$ cat src/rtl/usil_pkg.sv
// shared constants and types for the stepper input logic and its controller
package usil_pkg;
    localparam int unsigned CLK_HZ           = 40000000;
    localparam int unsigned CLK_PERIOD_PS    = 25000;
    // all-low protection filter, least time
    localparam int unsigned FILTER_NS        = 200;
    localparam int unsigned FILTER_CYC_RAW   = (FILTER_NS * 1000 + CLK_PERIOD_PS - 1) / CLK_PERIOD_PS;
    localparam int unsigned FILTER_CYC       = (FILTER_CYC_RAW < 1) ? 1 : FILTER_CYC_RAW;
    localparam logic [7:0]  FILTER_CNT       = 8'(FILTER_CYC);
    // chopping oscillator: one tick per 20 kHz period
    localparam int unsigned OSC_HZ           = 20000;
    localparam int unsigned OSC_CYC          = CLK_HZ / OSC_HZ;
    localparam logic [11:0] OSC_CNT          = 12'(OSC_CYC);
    localparam int unsigned CFG_W            = 6;
    localparam logic [5:0]  CFG_RESET        = 6'h00;
    localparam int unsigned CFG_RED0_POS     = 0;
    localparam int unsigned CFG_RED1_POS     = 1;
    localparam int unsigned CFG_ONT0_POS     = 2;
    localparam int unsigned CFG_ONT1_POS     = 3;
    localparam int unsigned CFG_HALF_POS     = 4;
    localparam int unsigned CFG_FULL_POS     = 5;
    // reference in millivolts: nominal and reduced levels
    localparam logic [9:0]  REF_NOM_MV       = 10'd500;
    localparam logic [9:0]  REF_40_MV        = 10'd200;
    localparam logic [9:0]  REF_55_MV        = 10'd275;
    localparam logic [9:0]  REF_70_MV        = 10'd350;
    localparam logic [9:0]  REF_85_MV        = 10'd425;
    // on-time codes in percent
    localparam logic [6:0]  ONT_75           = 7'd75;
    localparam logic [6:0]  ONT_50           = 7'd50;
    localparam logic [6:0]  ONT_100          = 7'd100;
    localparam logic [6:0]  ONT_OFF          = 7'd0;
    // controller registers on APB
    localparam logic [11:0] REG_CTRL         = 12'h000;
    localparam logic [11:0] REG_DRIVE        = 12'h004;
    localparam logic [11:0] REG_STATUS       = 12'h008;
    localparam int unsigned CTRL_GO_POS      = 0;
    localparam int unsigned CTRL_HOLD_POS    = 1;
    localparam int unsigned CTRL_DATA_LSB    = 8;
    localparam int unsigned DRV_LINES_LSB    = 0;
    localparam int unsigned DRV_RED_POS      = 4;
    localparam int unsigned DRV_LOOP_POS     = 5;
    // controller timing: low hold and high gap between bits
    localparam int unsigned LOW_HOLD_NS      = 2000;
    localparam int unsigned LOW_HOLD_CYC     = (LOW_HOLD_NS * 1000 + CLK_PERIOD_PS - 1) / CLK_PERIOD_PS;
    localparam logic [7:0]  LOW_HOLD_CNT     = 8'(LOW_HOLD_CYC);
    localparam int unsigned GAP_NS           = 500;
    localparam int unsigned GAP_CYC          = (GAP_NS * 1000 + CLK_PERIOD_PS - 1) / CLK_PERIOD_PS;
    localparam logic [7:0]  GAP_CNT          = 8'(GAP_CYC);
    localparam logic [31:0] APB_ZERO         = 32'h0000_0000;

    typedef enum logic [1:0] {USIL_IDLE, USIL_LOW, USIL_HIGH} usil_prog_e;
endpackage : usil_pkg

$ cat src/rtl/usil_link_if.sv
// link between the controller and the stepper input logic
interface usil_link_if;
    logic [3:0] drive_lines;
    logic       reduce_level_data;
    logic       loop_select_data;
    modport device (input drive_lines, input reduce_level_data, input loop_select_data);
    modport ctrl (output drive_lines, output reduce_level_data, output loop_select_data);
endinterface : usil_link_if

$ cat src/rtl/usil_device.sv
// stepper input logic: programming decode, mapping, chopping selection
// Behaviour
// - all four lines low disables outputs
// - all-low shorter than filter gives no pulse
// - controller raises a line before next bit
// - pulse shifts register up, first to bit0
// - serial bit is XOR of data lines
// - reset clears register, outputs disabled
// - controller programs bit per brief interruption
// - controller programs on a go write, only when idle
// - bit5 selects full or simplified mapping
// - full mapping: low line turns sink on
// - loop line high open, low closed
// - full mapping reduce on pair-high or data
// - full mapping low pair disables stage
// - simplified: phase A, B, enable
// - simplified closed loop reduce on d low
// - open loop on-time from bits 2,3
// - bit4 halves closed loop chop rate
// - nominal reference 0.5V, five levels
// - bits 0,1 pick reduced reference
// - tick sets high side, comparator clears
module usil_device
    import usil_pkg::*;
(
    input  wire logic       pclk,
    input  wire logic       presetn,
    usil_link_if.device     link,
    input  wire logic       sense_trip,
    output logic [3:0]      sink_switch_on,
    output logic            high_side_on,
    output logic            current_reduce_flag,
    output logic            open_loop,
    output logic [9:0]      reference_mv,
    output logic [6:0]      on_time_pct,
    output logic [5:0]      cfg_value,
    output logic            shift_strobe
);
    typedef struct packed {
        logic [3:0]  lines_s1;
        logic [3:0]  lines_s2;
        logic        red_s1;
        logic        red_s2;
        logic        loop_s1;
        logic        loop_s2;
        logic [7:0]  low_cnt;
        logic        fired;
        logic [5:0]  cfg;
        logic [11:0] osc_cnt;
        logic        half_div;
        logic [11:0] phase_cnt;
        logic        hs;
        logic [3:0]  sink;
        logic        reduce;
        logic        open;
        logic [9:0]  ref_mv;
        logic [6:0]  ont;
        logic        strobe;
    } usil_dev_s;

    usil_dev_s state_ff;
    usil_dev_s nxt_state;

    logic all_low;
    logic tick;
    logic chop_tick;
    logic stage_off;
    logic red_req;
    logic [9:0] red_mv;
    logic [11:0] on_limit;

    always_comb begin
        nxt_state = state_ff;
        nxt_state.lines_s1 = link.drive_lines;
        nxt_state.lines_s2 = state_ff.lines_s1;
        nxt_state.red_s1   = link.reduce_level_data;
        nxt_state.red_s2   = state_ff.red_s1;
        nxt_state.loop_s1  = link.loop_select_data;
        nxt_state.loop_s2  = state_ff.loop_s1;
        all_low = (state_ff.lines_s2 == 4'h0);

        // filter counter, rearm needs a high line
        nxt_state.strobe = 1'b0;
        if (!all_low) begin
            nxt_state.low_cnt = 8'h00;
            nxt_state.fired   = 1'b0;
        end else if (!state_ff.fired) begin
            if (state_ff.low_cnt + 8'h01 >= FILTER_CNT) begin
                nxt_state.fired  = 1'b1;
                nxt_state.strobe = 1'b1;
                nxt_state.cfg = {state_ff.cfg[4:0], state_ff.red_s2 ^ state_ff.loop_s2};
            end
            nxt_state.low_cnt = state_ff.low_cnt + 8'h01;
        end

        tick = (state_ff.osc_cnt == OSC_CNT - 12'h001);
        nxt_state.osc_cnt = tick ? 12'h000 : state_ff.osc_cnt + 12'h001;
        if (tick) begin
            nxt_state.half_div = ~state_ff.half_div;
        end
        nxt_state.phase_cnt = tick ? 12'h000 : state_ff.phase_cnt + 12'h001;

        nxt_state.open = state_ff.loop_s2;

        case ({state_ff.cfg[CFG_RED1_POS], state_ff.cfg[CFG_RED0_POS]})
            2'b00:   red_mv = REF_40_MV;
            2'b10:   red_mv = REF_55_MV;
            2'b01:   red_mv = REF_70_MV;
            default: red_mv = REF_85_MV;
        endcase

        if (state_ff.cfg[CFG_FULL_POS]) begin
            nxt_state.sink = ~state_ff.lines_s2;
            stage_off = (state_ff.lines_s2[1:0] == 2'b00) || (state_ff.lines_s2[3:2] == 2'b00);
            red_req = (&state_ff.lines_s2[1:0]) || (&state_ff.lines_s2[3:2]) || state_ff.red_s2;
        end else begin
            nxt_state.sink = {state_ff.lines_s2[1], ~state_ff.lines_s2[1],
                              state_ff.lines_s2[0], ~state_ff.lines_s2[0]};
            stage_off = ~state_ff.lines_s2[2];
            red_req = ~state_ff.lines_s2[3] || state_ff.red_s2;
        end
        nxt_state.reduce = red_req && !(state_ff.loop_s2 && !state_ff.cfg[CFG_FULL_POS]);

        nxt_state.ref_mv = red_req ? red_mv : REF_NOM_MV;

        case ({state_ff.cfg[CFG_ONT0_POS], state_ff.cfg[CFG_ONT1_POS]})
            2'b00:   nxt_state.ont = ONT_75;
            2'b01:   nxt_state.ont = ONT_50;
            2'b10:   nxt_state.ont = ONT_100;
            default: nxt_state.ont = ONT_OFF;
        endcase
        on_limit = 12'((32'(state_ff.ont) * OSC_CYC) / 100);

        // high side set on tick, cleared by comparator
        chop_tick = tick && (!state_ff.cfg[CFG_HALF_POS] || state_ff.half_div);
        if (state_ff.loop_s2) begin
            nxt_state.hs = (state_ff.ont != ONT_OFF) && (state_ff.phase_cnt < on_limit);
        end else if (chop_tick) begin
            nxt_state.hs = 1'b1;
        end else if (sense_trip) begin
            nxt_state.hs = 1'b0;
        end

        if (all_low || stage_off) begin
            nxt_state.sink = 4'h0;
            nxt_state.hs   = 1'b0;
        end
    end

    // reset clears register and disables outputs
    always_ff @(posedge pclk or negedge presetn) begin
        if (!presetn) begin
            state_ff <= '0;
        end else begin
            state_ff <= nxt_state;
        end
    end

    assign sink_switch_on      = state_ff.sink;
    assign high_side_on        = state_ff.hs;
    assign current_reduce_flag = state_ff.reduce;
    assign open_loop           = state_ff.open;
    assign reference_mv        = state_ff.ref_mv;
    assign on_time_pct         = state_ff.ont;
    assign cfg_value           = state_ff.cfg;
    assign shift_strobe        = state_ff.strobe;
endmodule : usil_device

$ cat src/flat_wrapper.sv
// flat-port wrapper written by rule: the top's interface ports become plain ports
module usil_device_flat import usil_pkg::*;
  (pclk, presetn, sense_trip, sink_switch_on, high_side_on, current_reduce_flag, open_loop, reference_mv, on_time_pct, cfg_value, shift_strobe, link_drive_lines, link_reduce_level_data, link_loop_select_data);
  usil_link_if link_i ();
  input  wire logic pclk;
  input  wire logic presetn;
  input  wire logic sense_trip;
  output logic [3:0] sink_switch_on;
  output logic high_side_on;
  output logic current_reduce_flag;
  output logic open_loop;
  output logic [9:0] reference_mv;
  output logic [6:0] on_time_pct;
  output logic [5:0] cfg_value;
  output logic shift_strobe;
  input wire logic [$bits(link_i.drive_lines)-1:0] link_drive_lines;
  input wire logic [$bits(link_i.reduce_level_data)-1:0] link_reduce_level_data;
  input wire logic [$bits(link_i.loop_select_data)-1:0] link_loop_select_data;
  assign link_i.drive_lines = link_drive_lines;
  assign link_i.reduce_level_data = link_reduce_level_data;
  assign link_i.loop_select_data = link_loop_select_data;
  usil_device u_core (.pclk(pclk), .presetn(presetn), .link(link_i), .sense_trip(sense_trip), .sink_switch_on(sink_switch_on), .high_side_on(high_side_on), .current_reduce_flag(current_reduce_flag), .open_loop(open_loop), .reference_mv(reference_mv), .on_time_pct(on_time_pct), .cfg_value(cfg_value), .shift_strobe(shift_strobe));
endmodule
$ cat config.mk
export PLATFORM = sky130hd
export DESIGN_NAME = usil_device_flat
export DESIGN_NICKNAME = d
export VERILOG_FILES = /design/src/rtl/usil_pkg.sv /design/src/rtl/usil_link_if.sv /design/src/rtl/usil_device.sv /design/src/flat_wrapper.sv
export SDC_FILE = /design/constraint.sdc
export NUM_CORES = 1
export LEC_CHECK = 0
export BUFFER_PORTS_ARGS = -buffer_cell sky130_fd_sc_hd__buf_2
export CAP_MARGIN = 20
export CORE_MARGIN = 5
export CORE_UTILIZATION = 40
export DETAILED_ROUTE_END_ITERATION = 16
export PLACE_DENSITY = 0.56
export SLEW_MARGIN = 20
export SYNTH_ARGS = -nofsm -noshare
export SYNTH_HDL_FRONTEND = slang
export SYNTH_SLANG_ARGS = --single-unit
$ cat constraint.sdc
create_clock -name pclk -period 15.98 [get_ports pclk]
set_input_delay 3.196 -clock pclk [delete_from_list [all_inputs] [get_ports pclk]]
set_output_delay 3.196 -clock pclk [all_outputs]
set_load 0.005 [all_outputs]
==> results of run 1 <==
==> layout by cell type (no fill, tap or decap), types with 10 or more instances in the layout <==
cell type	n
mux2i_1	15
dfrtp_1	75
o21ai_0	29
ha_1	65
o21a_1	10
buf_2	37
nor3_1	24
or2_2	10
a31oi_1	13
a21oi_1	41
fa_1	19
xnor2_1	22
inv_1	45
o211ai_1	10
xor2_1	20
nand3_1	31
nand2_1	55
and3_1	10
or3_1	11
nor2_1	86
==> synthesized netlist by cell type, drive strengths merged, types with 21 or more instances <==
cell	count
a21oi	45
dfrtp	75
nand3	32
nor3	25
buf	38
nand2	55
xor2	21
nor2	87
o21ai	41
ha	65
inv	48
xnor2	26
==> layer usage <==
metal,GRT usage,vias up,share of wire
li1,-,3088,-
met1,0.240,2954,0.50
met2,0.243,144,0.45
met3,0.0207,14,0.040
met4,0.0322,0,0.010
met5,0,-,0
==> through the flow <==
stage          std cells  power [W]  utilization
6_report            1088   0.000394        0.430
4_1_cts             1088   0.000400        0.430
3_3_place_gp        1072   0.000208        0.415
5_1_grt             1088   0.000410        0.430
3_5_place_dp        1072   0.000208        0.415
2_1_floorplan        849   0.000202            -
==> final cells by class <==
cell class	count	area [um^2]	area share
Multi-Input combinational cell	673	5150	0.643
Sequential cell	75	1880	0.234
Tap cell	234	293	0.0365
Clock buffer	11	243	0.0303
Timing Repair Buffer	42	223	0.0278
Inverter	48	185	0.0231
Clock inverter	5	37.5	0.00469
==> worst register-to-register path: cells and delay by family (launching register included) <==
kind                     cells  cell delay (ns)
adder cells (fa/ha/maj)      7             2.96
flip-flops                   1             0.78
multiplexers                 2             0.63
AO/OA/AOI/OAI               16             4.77
AND/OR/NAND/NOR             15             2.76
buffers and inverters        6             0.82
XOR/XNOR                     3             0.82
==> registers in the layout, summed over array words and instances, names as in the netlist <==
name                        count
u_core.cfg_value                6
u_core.high_side_on             1
u_core.sink_switch_on           4
u_core.reference_mv             9
u_core.nxt_state                7
u_core.shift_strobe             1
u_core.state_ff                39
u_core.on_time_pct              6
u_core.open_loop                1
u_core.current_reduce_flag      1
==> kinds of logic after synthesis <==
family,share of synthesized area
buffers and inverters,0.0685
xor gates and xnor gates,0.0610
and+or+nand+nor,0.186
other,0.000497
AOI/OAI and AO/OA,0.252
muxes,0.0244
DFF,0.249
adders and majority gates,0.158
==> worst paths after layout <==
path,to
setup / recovery,u_core.high_side_on
hold / removal,u_core.state_ff[67]
setup reg to reg,u_core.high_side_on
hold reg to reg,u_core.state_ff[67]
max in group asynchronous,u_core.state_ff[25]
min in group asynchronous,u_core.reference_mv[0]
==> power breakdown <==
group          switching [W]  internal, W  leakage (nW)
Sequential        0.00000191     0.000193         0.947
Combinational     0.00000623   0.00000303          2.39
Clock              0.0000796     0.000110         0.132
==> key figures, run 1 <==
Drt
  • Starting DRT DRC Count: 448
  • Final ANT Viol Nets: 0
  • Drt wl/cell: 15.8 um
  • Final wirelength: 17.2 mm
  • Drt pass-1 iters: 5
  • Via/cell ratio: 5.70
  • DR DRC count: 0
  • Via count: 6200

Min path
  • Hold path cells: 0
  • HP Start: u_core.nxt_state[67]
  • Hold crit path type: flop to flop

Placement
  • Routability cong.: just under 0.9
  • IO buf count: 38
  • Hpwl dp: around 13 mm
  • Placed Instance Area: 0.00773 mm^2
  • Dpl ws: roughly 2.4 ns

Timing
  • Setup violations, final: 0
  • Hold slack final: roughly 0.35 ns
  • Period minus WS final: 13.63 ns
  • Final period utilization: 0.853
  • Final Skew: a little under 0.004 ns
  • Slew Limit Fails: 0
  • Final WS setup: 2.35 ns
  • Max-slew headroom: 0.375
  • Fin. Hold Viols: 0
  • RSZ-0062 raised after global routing: no
  • F_max: 73.4 MHz
  • Fin Setup TNS: 0 ns
  • Tightest Pin Transition: roughly 0.94 ns

Run
  • Max Cap Viol: 0

Run status
  • Status: completed

Setup path
  • Critical Path Source: u_core.on_time_pct[3]
  • R2R Path Start: u_core.on_time_pct[3]
  • Critical Path Stages: 49
  • Startpoint class of the critical path: flop
  • Worst path bufs/invs: 6
  • Cell mode on critical path: inv_1
  • CP top delay family: compound AO/OA/AOI/OAI gates
  • R2R Setup Slk: 2.35 ns
  • CP arrival: about 14 ns
  • Reg2reg path depth: slightly below 50
  • Slowest-stage cell, CP: dfrtp_1
  • Crit path largest cell delay: 0.78 ns
  • CP endpoint kind: flop
  • Critical Path RT: between 15 and 20 ns
  • Crit Path Class: flop to flop
  • Critical Path Fanout Max: 20

Logic synthesis
  • Cells after Synth: 849
  • Flops & latches, synth: 75
  • Netlist Area Pre-Place: 0.00754 mm^2
  • Cell variety after synth: around 110
  • Area leader, netlist: dfrtp_1
  • Area share of the largest cell type after synthesis: 0.249
  • Seq/Total Area, Yosys: 0.249
  • Synthesized net count: roughly 940
  • Synth warn: 0
  • Ys async rst share: 1.00
  • Largest cells by area after synthesis: dfrtp_1 25%, ha_1 11%, fa_1 5.0%
  • Post-synth EDFFs: 0
  • Ys flop type: dfrtp_1
  • Synth Area per Inst: ~8.9 um^2

Clock network
  • CTS-repair resized insts: 0
  • CTS Buffer Depth: 2
  • H-tree levels: 3
  • CTS hold repair buffers: 0
  • Worst skew pair latency: 0.33 ns
  • Clock-pin slew on the worst setup and hold paths: 0.06 ns
  • TritonCTS clock tree: done
  • Root Buffer: clkbuf_16
  • CTS buffer count: 9
  • Clk sinks: 75
  • Post-CTS setup buffer count: 0

Layout
  • Fillers: 1842
  • Layout cells sized above 1: 0.143
  • Diode count: 0
  • Final Net Count: 942
  • Area Overhead vs Synth: 6.22%
  • Post-route cell area: 0.00801 mm^2

Floorplan
  • DIE WIDTH: approximately 150 um
  • Core Region: about 0.019 mm^2
  • # rows: 50
  • Num ports: 40
  • Die Ht: 147 um
  • Initial Utilization: 0.405
  • Die ar.: 0.0217 mm^2

GRT
  • Initial antenna violation count: 0
  • GRT Total Usage: 0.159
  • GRT overflow: 0
  • First-pass GRT wire length: 29.2 mm
  • Vias in the first global route: 5777
  • Largest net degree at the start of global routing: 76

Power and ir drop
  • Pwr/cell area: 49.2 mW/mm^2
  • Peak VDD IR: 0.0641 mV
  • Lkg Pwr: 3.47 nW
Power figures use the tool's default switching activity.
==> run 2, diff against run 1 <==
Settings changed: ABC_AREA set to 1.
==> key figures, run 2 <==
Logic synthesis
  • Cells after Synth: 975 (was 849)
  • Synthesized net count: 1068 (was 942)
  • Most frequent cell after synthesis: nand2_1 (was nor2_1)
  • Post-synth EDFFs: 0 (unchanged)
  • Seq/Total Area, Yosys: 0.265 (was 0.249)
  • Cell variety after synth: 47 (was 106)
  • Area leader, netlist: dfrtp_1 (unchanged)
  • Netlist Area Pre-Place: 0.00707 mm^2 (was 0.00754 mm^2)
  • Ys async rst share: 1.00 (unchanged)
  • Flops & latches, synth: 75 (unchanged)
  • Largest cells by area after synthesis: dfrtp_1 27%, nand2_1 13%, ha_1 12% (was dfrtp_1 25%, ha_1 11%, fa_1 5.0%)
  • Area share of the largest cell type after synthesis: 0.265 (was 0.249)
  • Ys flop type: dfrtp_1 (unchanged)
  • Post-synth top cells: 248 x nand2_1, 178 x inv_1, 75 x dfrtp_1 (was 86 x nor2_1, 75 x dfrtp_1, 65 x ha_1)
  • Synth Area per Inst: 7.25 um^2 (was 8.88 um^2)
  • Synth warn: 0 (unchanged)

Power and ir drop
  • Peak VDD IR: 0.0676 mV (was 0.0641 mV)
  • Comb pwr share: 0.024 (about the same)
  • Cell Int Power: 0.000300 W (was 0.000306 W)
  • NetSw: 0.0000834 W (was 0.0000878 W)
  • Pwr/cell area: 50.5 mW/mm^2 (was 49.2 mW/mm^2)
  • Lkg Pwr: 4.22 nW (was 3.47 nW)
  • Clock share of power: 0.467 (was 0.481)
  • Power Total: 0.000383 W (was 0.000394 W)
  • Sequential group share of total power: 0.509 (was 0.495)
  • Switching part of the total: 0.218 (was 0.223)

Setup path
  • R2R Setup Slk: 5.77 ns (was 2.35 ns)
  • CP arrival: 10.42 ns (was 13.88 ns)
  • Crit Path Class: flop to flop (unchanged)
  • Cell mode on critical path: nand2_1 (was inv_1)
  • Critical Path RT: 16.19 ns (was 16.23 ns)
  • CP endpoint kind: flop (unchanged)
  • Critical Path Fanout Max: 14 (was 20)
  • Crit path largest cell delay: 0.67 ns (was 0.78 ns)
  • Slowest-stage cell, CP: dfrtp_1 (unchanged)
  • Startpoint class of the critical path: flop (unchanged)

Clock network
  • Clock-pin slew on the worst setup and hold paths: 0.06 ns (about the same)
  • CTS buffer count: 9 (unchanged)
  • TritonCTS clock tree: done (unchanged)
  • CTS hold repair buffers: 0 (unchanged)
  • Root Buffer: clkbuf_16 (unchanged)
  • Clk sinks: 75 (unchanged)
  • Post-CTS setup buffer count: 0 (unchanged)
  • CTS-repair resized insts: 0 (unchanged)
  • CTS Buffer Depth: 2 (unchanged)
  • H-tree levels: 3 (unchanged)
  • Worst skew pair latency: 0.33 ns (about the same)

Run
  • Max Cap Viol: 0 (unchanged)

Placement
  • Routability cong.: 0.867 (was 0.871)
  • IO buf count: 38 (unchanged)
  • Hpwl dp: 12.1 mm (was 13.1 mm)
  • Placed Instance Area: 0.00733 mm^2 (was 0.00773 mm^2)

Timing
  • F_max: 97.9 MHz (was 73.4 MHz)
  • Setup violations, final: 0 (unchanged)
  • Tightest Pin Transition: 0.930 ns (was 0.937 ns)
  • Max-slew headroom: 0.380 (was 0.375)
  • RSZ-0062 raised after global routing: no (unchanged)
  • Final period utilization: 0.639 (was 0.853)
  • Slew Limit Fails: 0 (unchanged)
  • Period minus WS final: 10.21 ns (was 13.63 ns)
  • Fin. Hold Viols: 0 (unchanged)
  • Final Skew: 0.00505 ns (was 0.00397 ns)
  • Fin Setup TNS: 0 ns (unchanged)

Drt
  • Final wirelength: 14.9 mm (was 17.2 mm)
  • Starting DRT DRC Count: 224 (was 448)
  • Via count: 5709 (was 6200)
  • Drt wl/cell: 12.2 um (was 15.8 um)
  • Drt pass-1 iters: 4 (was 5)
  • DR DRC count: 0 (unchanged)
  • Via/cell ratio: 4.67 (was 5.70)
  • Final ANT Viol Nets: 0 (unchanged)

Floorplan
  • # rows: 48 (was 50)
  • Die Ht: 143 um (was 147 um)
  • Core Region: 0.0173 mm^2 (was 0.0186 mm^2)
  • DIE WIDTH: 143 um (was 147 um)
  • Num ports: 40 (unchanged)
  • Initial Utilization: 0.409 (was 0.405)
  • Die ar.: 0.0204 mm^2 (was 0.0217 mm^2)

Min path
  • Hold crit path type: flop to flop (unchanged)

Layout
  • Layout cells sized above 1: 0.151 (was 0.143)
  • Fillers: 1780 (was 1842)
  • Max FFs per register: 39 (unchanged)
  • Diode count: 0 (unchanged)
  • Area Overhead vs Synth: 7.36% (was 6.22%)
  • Most frequent cells in the layout: 248 x nand2_1, 178 x inv_1, 75 x dfrtp_1 (was 86 x nor2_1, 75 x dfrtp_1, 65 x ha_1)
  • Largest Register: u_core.state_ff (unchanged)
  • Final Net Count: 1087 (was 942)
  • Post-route cell area: 0.00759 mm^2 (was 0.00801 mm^2)
  • Most common cell after layout, fill and taps aside: nand2_1 (was nor2_1)

GRT
  • Vias in the first global route: 5464 (was 5777)
  • Largest net degree at the start of global routing: 76 (unchanged)
  • GRT Total Usage: 0.153 (was 0.159)
  • Initial antenna violation count: 0 (unchanged)
  • GRT overflow: 0 (unchanged)
  • First-pass GRT wire length: 25.8 mm (was 29.2 mm)

Run status
  • Status: completed (unchanged)
-- run 2: changes by cell type after synthesis, moves of 13 or more --
cell,change
nand2_1,+193
inv_1,+133
nand3_1,+42
nand2_2,+34
nor2_1,-24
a21oi_1,-17
xnor2_1,-17
inv_2,+15
mux2i_1,-15
nand4_1,+15
nand2_4,+13
-- run 2: final timing paths --
path,to,start,cells after the start
max in group asynchronous,u_core.high_side_on,presetn,1
min reg2reg,u_core.state_ff[67],u_core.nxt_state[67],0
min in group asynchronous,u_core.state_ff[49],presetn,1
min,u_core.state_ff[67],u_core.nxt_state[67],0
max,u_core.high_side_on,u_core.on_time_pct[3],79
max reg2reg,u_core.high_side_on,u_core.on_time_pct[3],79
-- run 2: layout make-up --
type | count | area, um^2 | area share
multi-input cells | 675 | 4240 | 0.559
flip-flops and latches | 75 | 1880 | 0.247
inverters | 195 | 734 | 0.0968
well taps | 225 | 282 | 0.0371
clock buffers | 10 | 229 | 0.0302
repair buffers | 38 | 193 | 0.0254
clock inverters | 5 | 31.3 | 0.00412
-- run 2: per-layer routing --
layer,GRT usage,share of wire,up-vias
li1,-,-,3049
met1,0.222,0.52,2580
met2,0.244,0.44,73
met3,0.0184,0.032,7
met4,0.0390,0.0085,0
met5,0,0,-
-- run 2: stage by stage --
stage	util	hold slack, ns	setup slack [ns]	std cells
2_1_floorplan	-	0.331	6.97	975
3_3_place_gp	0.424	0.332	5.90	1208
3_5_place_dp	0.424	0.335	5.73	1208
4_1_cts	0.439	0.348	5.70	1223
5_1_grt	0.439	0.352	4.60	1223
6_report	0.439	0.345	5.77	1223
-- run 2: worst max-delay path, delay by kind of cell (launching register included) --
kind,cells,cell delay (ns)
compound gates,1,0.06
flops,1,0.67
simple gates,66,5.97
xor+xnor,1,0.14
buf+inv,5,0.59
fa+ha+maj,6,2.63
-- run 2: logic make-up after synthesis --
group	share of synthesized area
and+or+nand+nor	0.351
buffers and inverters	0.134
adders and majority gates	0.169
DFF	0.265
AOI/OAI and AO/OA	0.0579
xor gates and xnor gates	0.0223
other	0.000530
-- run 2: power groups by stage --
| stage | clock [W] | combinational, W | sequential, W |
|---|---|---|---|
| after global placement | 0 | 0.00000985 | 0.000198 |
| after global routing | 0.000195 | 0.0000113 | 0.000195 |
| final | 0.000179 | 0.00000937 | 0.000195 |
| after detailed placement | 0 | 0.00000979 | 0.000198 |
| after floorplan | 0 | 0.00000444 | 0.000198 |
| after CTS | 0.000184 | 0.00000985 | 0.000195 |
==> run 3, diff against run 2 <==
Clock period 15.98 ns to 10.25 ns, I/O delays scaled along.
==> key figures, run 3 (synthesized netlist as in run 2, its figures left out) <==
Clock network
  • Clk sinks: 75 (unchanged)
  • CTS Buffer Depth: 2 (unchanged)
  • Worst skew pair latency: 0.32 ns (was 0.33 ns)
  • H-tree levels: 3 (unchanged)
  • Clock-pin slew on the worst setup and hold paths: 0.06 ns (about the same)
  • TritonCTS clock tree: done (unchanged)
  • CTS buffer count: 9 (unchanged)
  • Root Buffer: clkbuf_16 (unchanged)

Min path
  • Hold path cells: 0 (unchanged)
  • WHS Endpoint: u_core.nxt_state[18] (was u_core.state_ff[67])
  • Hold crit path type: flop to flop (unchanged)
  • HP Start: u_core.nxt_state[65] (was u_core.nxt_state[67])

Setup path
  • Startpoint class of the critical path: flop (unchanged)
  • Worst R2R End: u_core.high_side_on (unchanged)
  • R2R Setup Slk: 0.84 ns (was 5.77 ns)
  • CP endpoint kind: flop (unchanged)
  • Crit path largest cell delay: 0.52 ns (was 0.67 ns)
  • Critical Path RT: 10.45 ns (was 16.19 ns)
  • Crit Path Class: flop to flop (unchanged)
  • Critical Path Fanout Max: 7 (was 14)
  • Slowest-stage cell, CP: fa_1 (was dfrtp_1)
  • R2R Path Start: u_core.on_time_pct[1] (was u_core.on_time_pct[3])
  • Cell mode on critical path: nand2_1 (unchanged)
  • CP arrival: 9.61 ns (was 10.42 ns)
  • Reg2reg path depth: 79 (unchanged)

Power and ir drop
  • Pwr/cell area: 79.4 mW/mm^2 (was 50.5 mW/mm^2)
  • Lkg Pwr: 4.34 nW (was 4.22 nW)
  • Peak VDD IR: 0.136 mV (was 0.0676 mV)

Drt
  • Final ANT Viol Nets: 0 (unchanged)
  • Metal3 WL: 424 um (was 471 um)
  • WL met1: 7.95 mm (was 7.71 mm)
  • Drt wl/cell: 12.2 um (about the same)
  • Drt pass-1 iters: 4 (unchanged)
  • Via count: 5789 (was 5709)
  • DR DRC count: 0 (unchanged)
  • Starting DRT DRC Count: 298 (was 224)
  • Uppermost routed layer: met4 (unchanged)
  • Met2 wire len: 6.69 mm (was 6.56 mm)
  • Via/cell ratio: 4.66 (was 4.67)
  • Final wirelength: 15.2 mm (was 14.9 mm)

Timing
  • Final period utilization: 0.918 (was 0.639)
  • Final Skew: 0.00578 ns (was 0.00505 ns)
  • Hold slack final: 0.346 ns (was 0.345 ns)
  • Max-slew headroom: 0.380 (about the same)
  • Tightest Pin Transition: 0.930 ns (about the same)
  • Period minus WS final: 9.41 ns (was 10.21 ns)
  • Final WS setup: 0.842 ns (was 5.77 ns)
  • F_max: 106 MHz (was 97.9 MHz)
  • Slew Limit Fails: 0 (unchanged)
  • Fin. Hold Viols: 0 (unchanged)
  • Setup violations, final: 0 (unchanged)

Layout
  • Final Net Count: 1105 (was 1087)
  • Util after Layout: 0.461 (was 0.439)
  • Largest Register: u_core.state_ff (unchanged)
  • Fillers: 1767 (was 1780)
  • Area Overhead vs Synth: 12.8% (was 7.36%)
  • Most frequent cells in the layout: 230 x nand2_1, 177 x inv_1, 71 x nand3_1, 71 x dfrtp_1, 62 x ha_1 (was 248 x nand2_1, 178 x inv_1, 75 x dfrtp_1)
  • Diode count: 0 (unchanged)
  • Most common cell after layout, fill and taps aside: nand2_1 (unchanged)
  • Max FFs per register: 39 (unchanged)
  • Layout cells sized above 1: 0.202 (was 0.151)
  • Post-route cell area: 0.00798 mm^2 (was 0.00759 mm^2)

GRT
  • First-pass GRT wire length: 25.3 mm (was 25.8 mm)
  • Largest net degree at the start of global routing: 76 (unchanged)
  • GRT Total Usage: 0.150 (was 0.153)
  • Initial antenna violation count: 0 (unchanged)
  • Vias in the first global route: 5354 (was 5464)
  • GRT overflow: 0 (unchanged)

Run status
  • Status: completed (unchanged)

Floorplan
  • Die Ht: 143 um (unchanged)
  • Die ar.: 0.0204 mm^2 (unchanged)
  • Num ports: 40 (unchanged)
  • Initial Utilization: 0.409 (unchanged)
  • # rows: 48 (unchanged)
  • DIE WIDTH: 143 um (unchanged)
  • Core Region: 0.0173 mm^2 (unchanged)

Placement
  • Placed Instance Area: 0.00734 mm^2 (was 0.00733 mm^2)
  • Hpwl dp: 11.9 mm (was 12.1 mm)
  • Dpl ws: 0.387 ns (was 5.73 ns)
  • IO buf count: 38 (unchanged)
  • Routability cong.: 0.818 (was 0.867)

Run
  • Max Cap Viol: 0 (unchanged)
run 3: worst max path at each step:
stage,from,endpoint,cells past startpoint
2_1_floorplan,u_core.on_time_pct[3],u_core.high_side_on,82
3_3_place_gp,u_core.on_time_pct[1],u_core.high_side_on,81
3_5_place_dp,u_core.on_time_pct[1],u_core.high_side_on,77
4_1_cts,u_core.on_time_pct[1],u_core.high_side_on,77
5_1_grt,u_core.on_time_pct[1],u_core.high_side_on,79
6_report,u_core.on_time_pct[1],u_core.high_side_on,79
run 3: layer usage:
metal,up-vias,global-route usage
li1,3101,-
met1,2618,0.227
met2,60,0.230
met3,10,0.0224
met4,0,0.0285
met5,-,0
run 3: timing repair:
action	4_1_cts	5_1_grt
endpoints found under the setup margin	0	1
hold buffers	0	0
gates resized for setup	0	50
buffers inserted	0	16
run 3: metrics by stage:
step	TNS, ns	power [W]	cells
finish	0	0.000633	1241
global route	-0.0202	0.000659	1241
CTS	0	0.000644	1225
detailed placement	0	0.000324	1210
global placement	0	0.000325	1210
floorplan	0	0.000315	975
run 3: cell type report:
type / instances / area (um^2) / share of cell area
Multi-Input combinational cell: 675 / 4440 / 0.557
Sequential cell: 75 / 1880 / 0.236
Inverter: 195 / 741 / 0.0929
Timing Repair Buffer: 56 / 328 / 0.0411
Tap cell: 225 / 282 / 0.0353
Clock buffer: 11 / 253 / 0.0317
Clock inverter: 4 / 50.0 / 0.00627
run 3: worst max-delay path, delay by kind of cell, from the launching register on:
family	cells	cell delay (ns)
fa+ha+maj	6	2.44
simple gates	64	5.58
compound gates	2	0.26
buf+inv	7	0.52
flops	1	0.43
run 3: power breakdown:
part / total, W / internal [W] / leakage, nW / switching, W
clock network: 0.000315 / 0.000200 / 0.144 / 0.000115
logic: 0.0000149 / 0.00000458 / 3.26 / 0.0000103
registers: 0.000304 / 0.000301 / 0.942 / 0.00000261
total: 0.000633 / 0.000506 / 4.34 / 0.000128
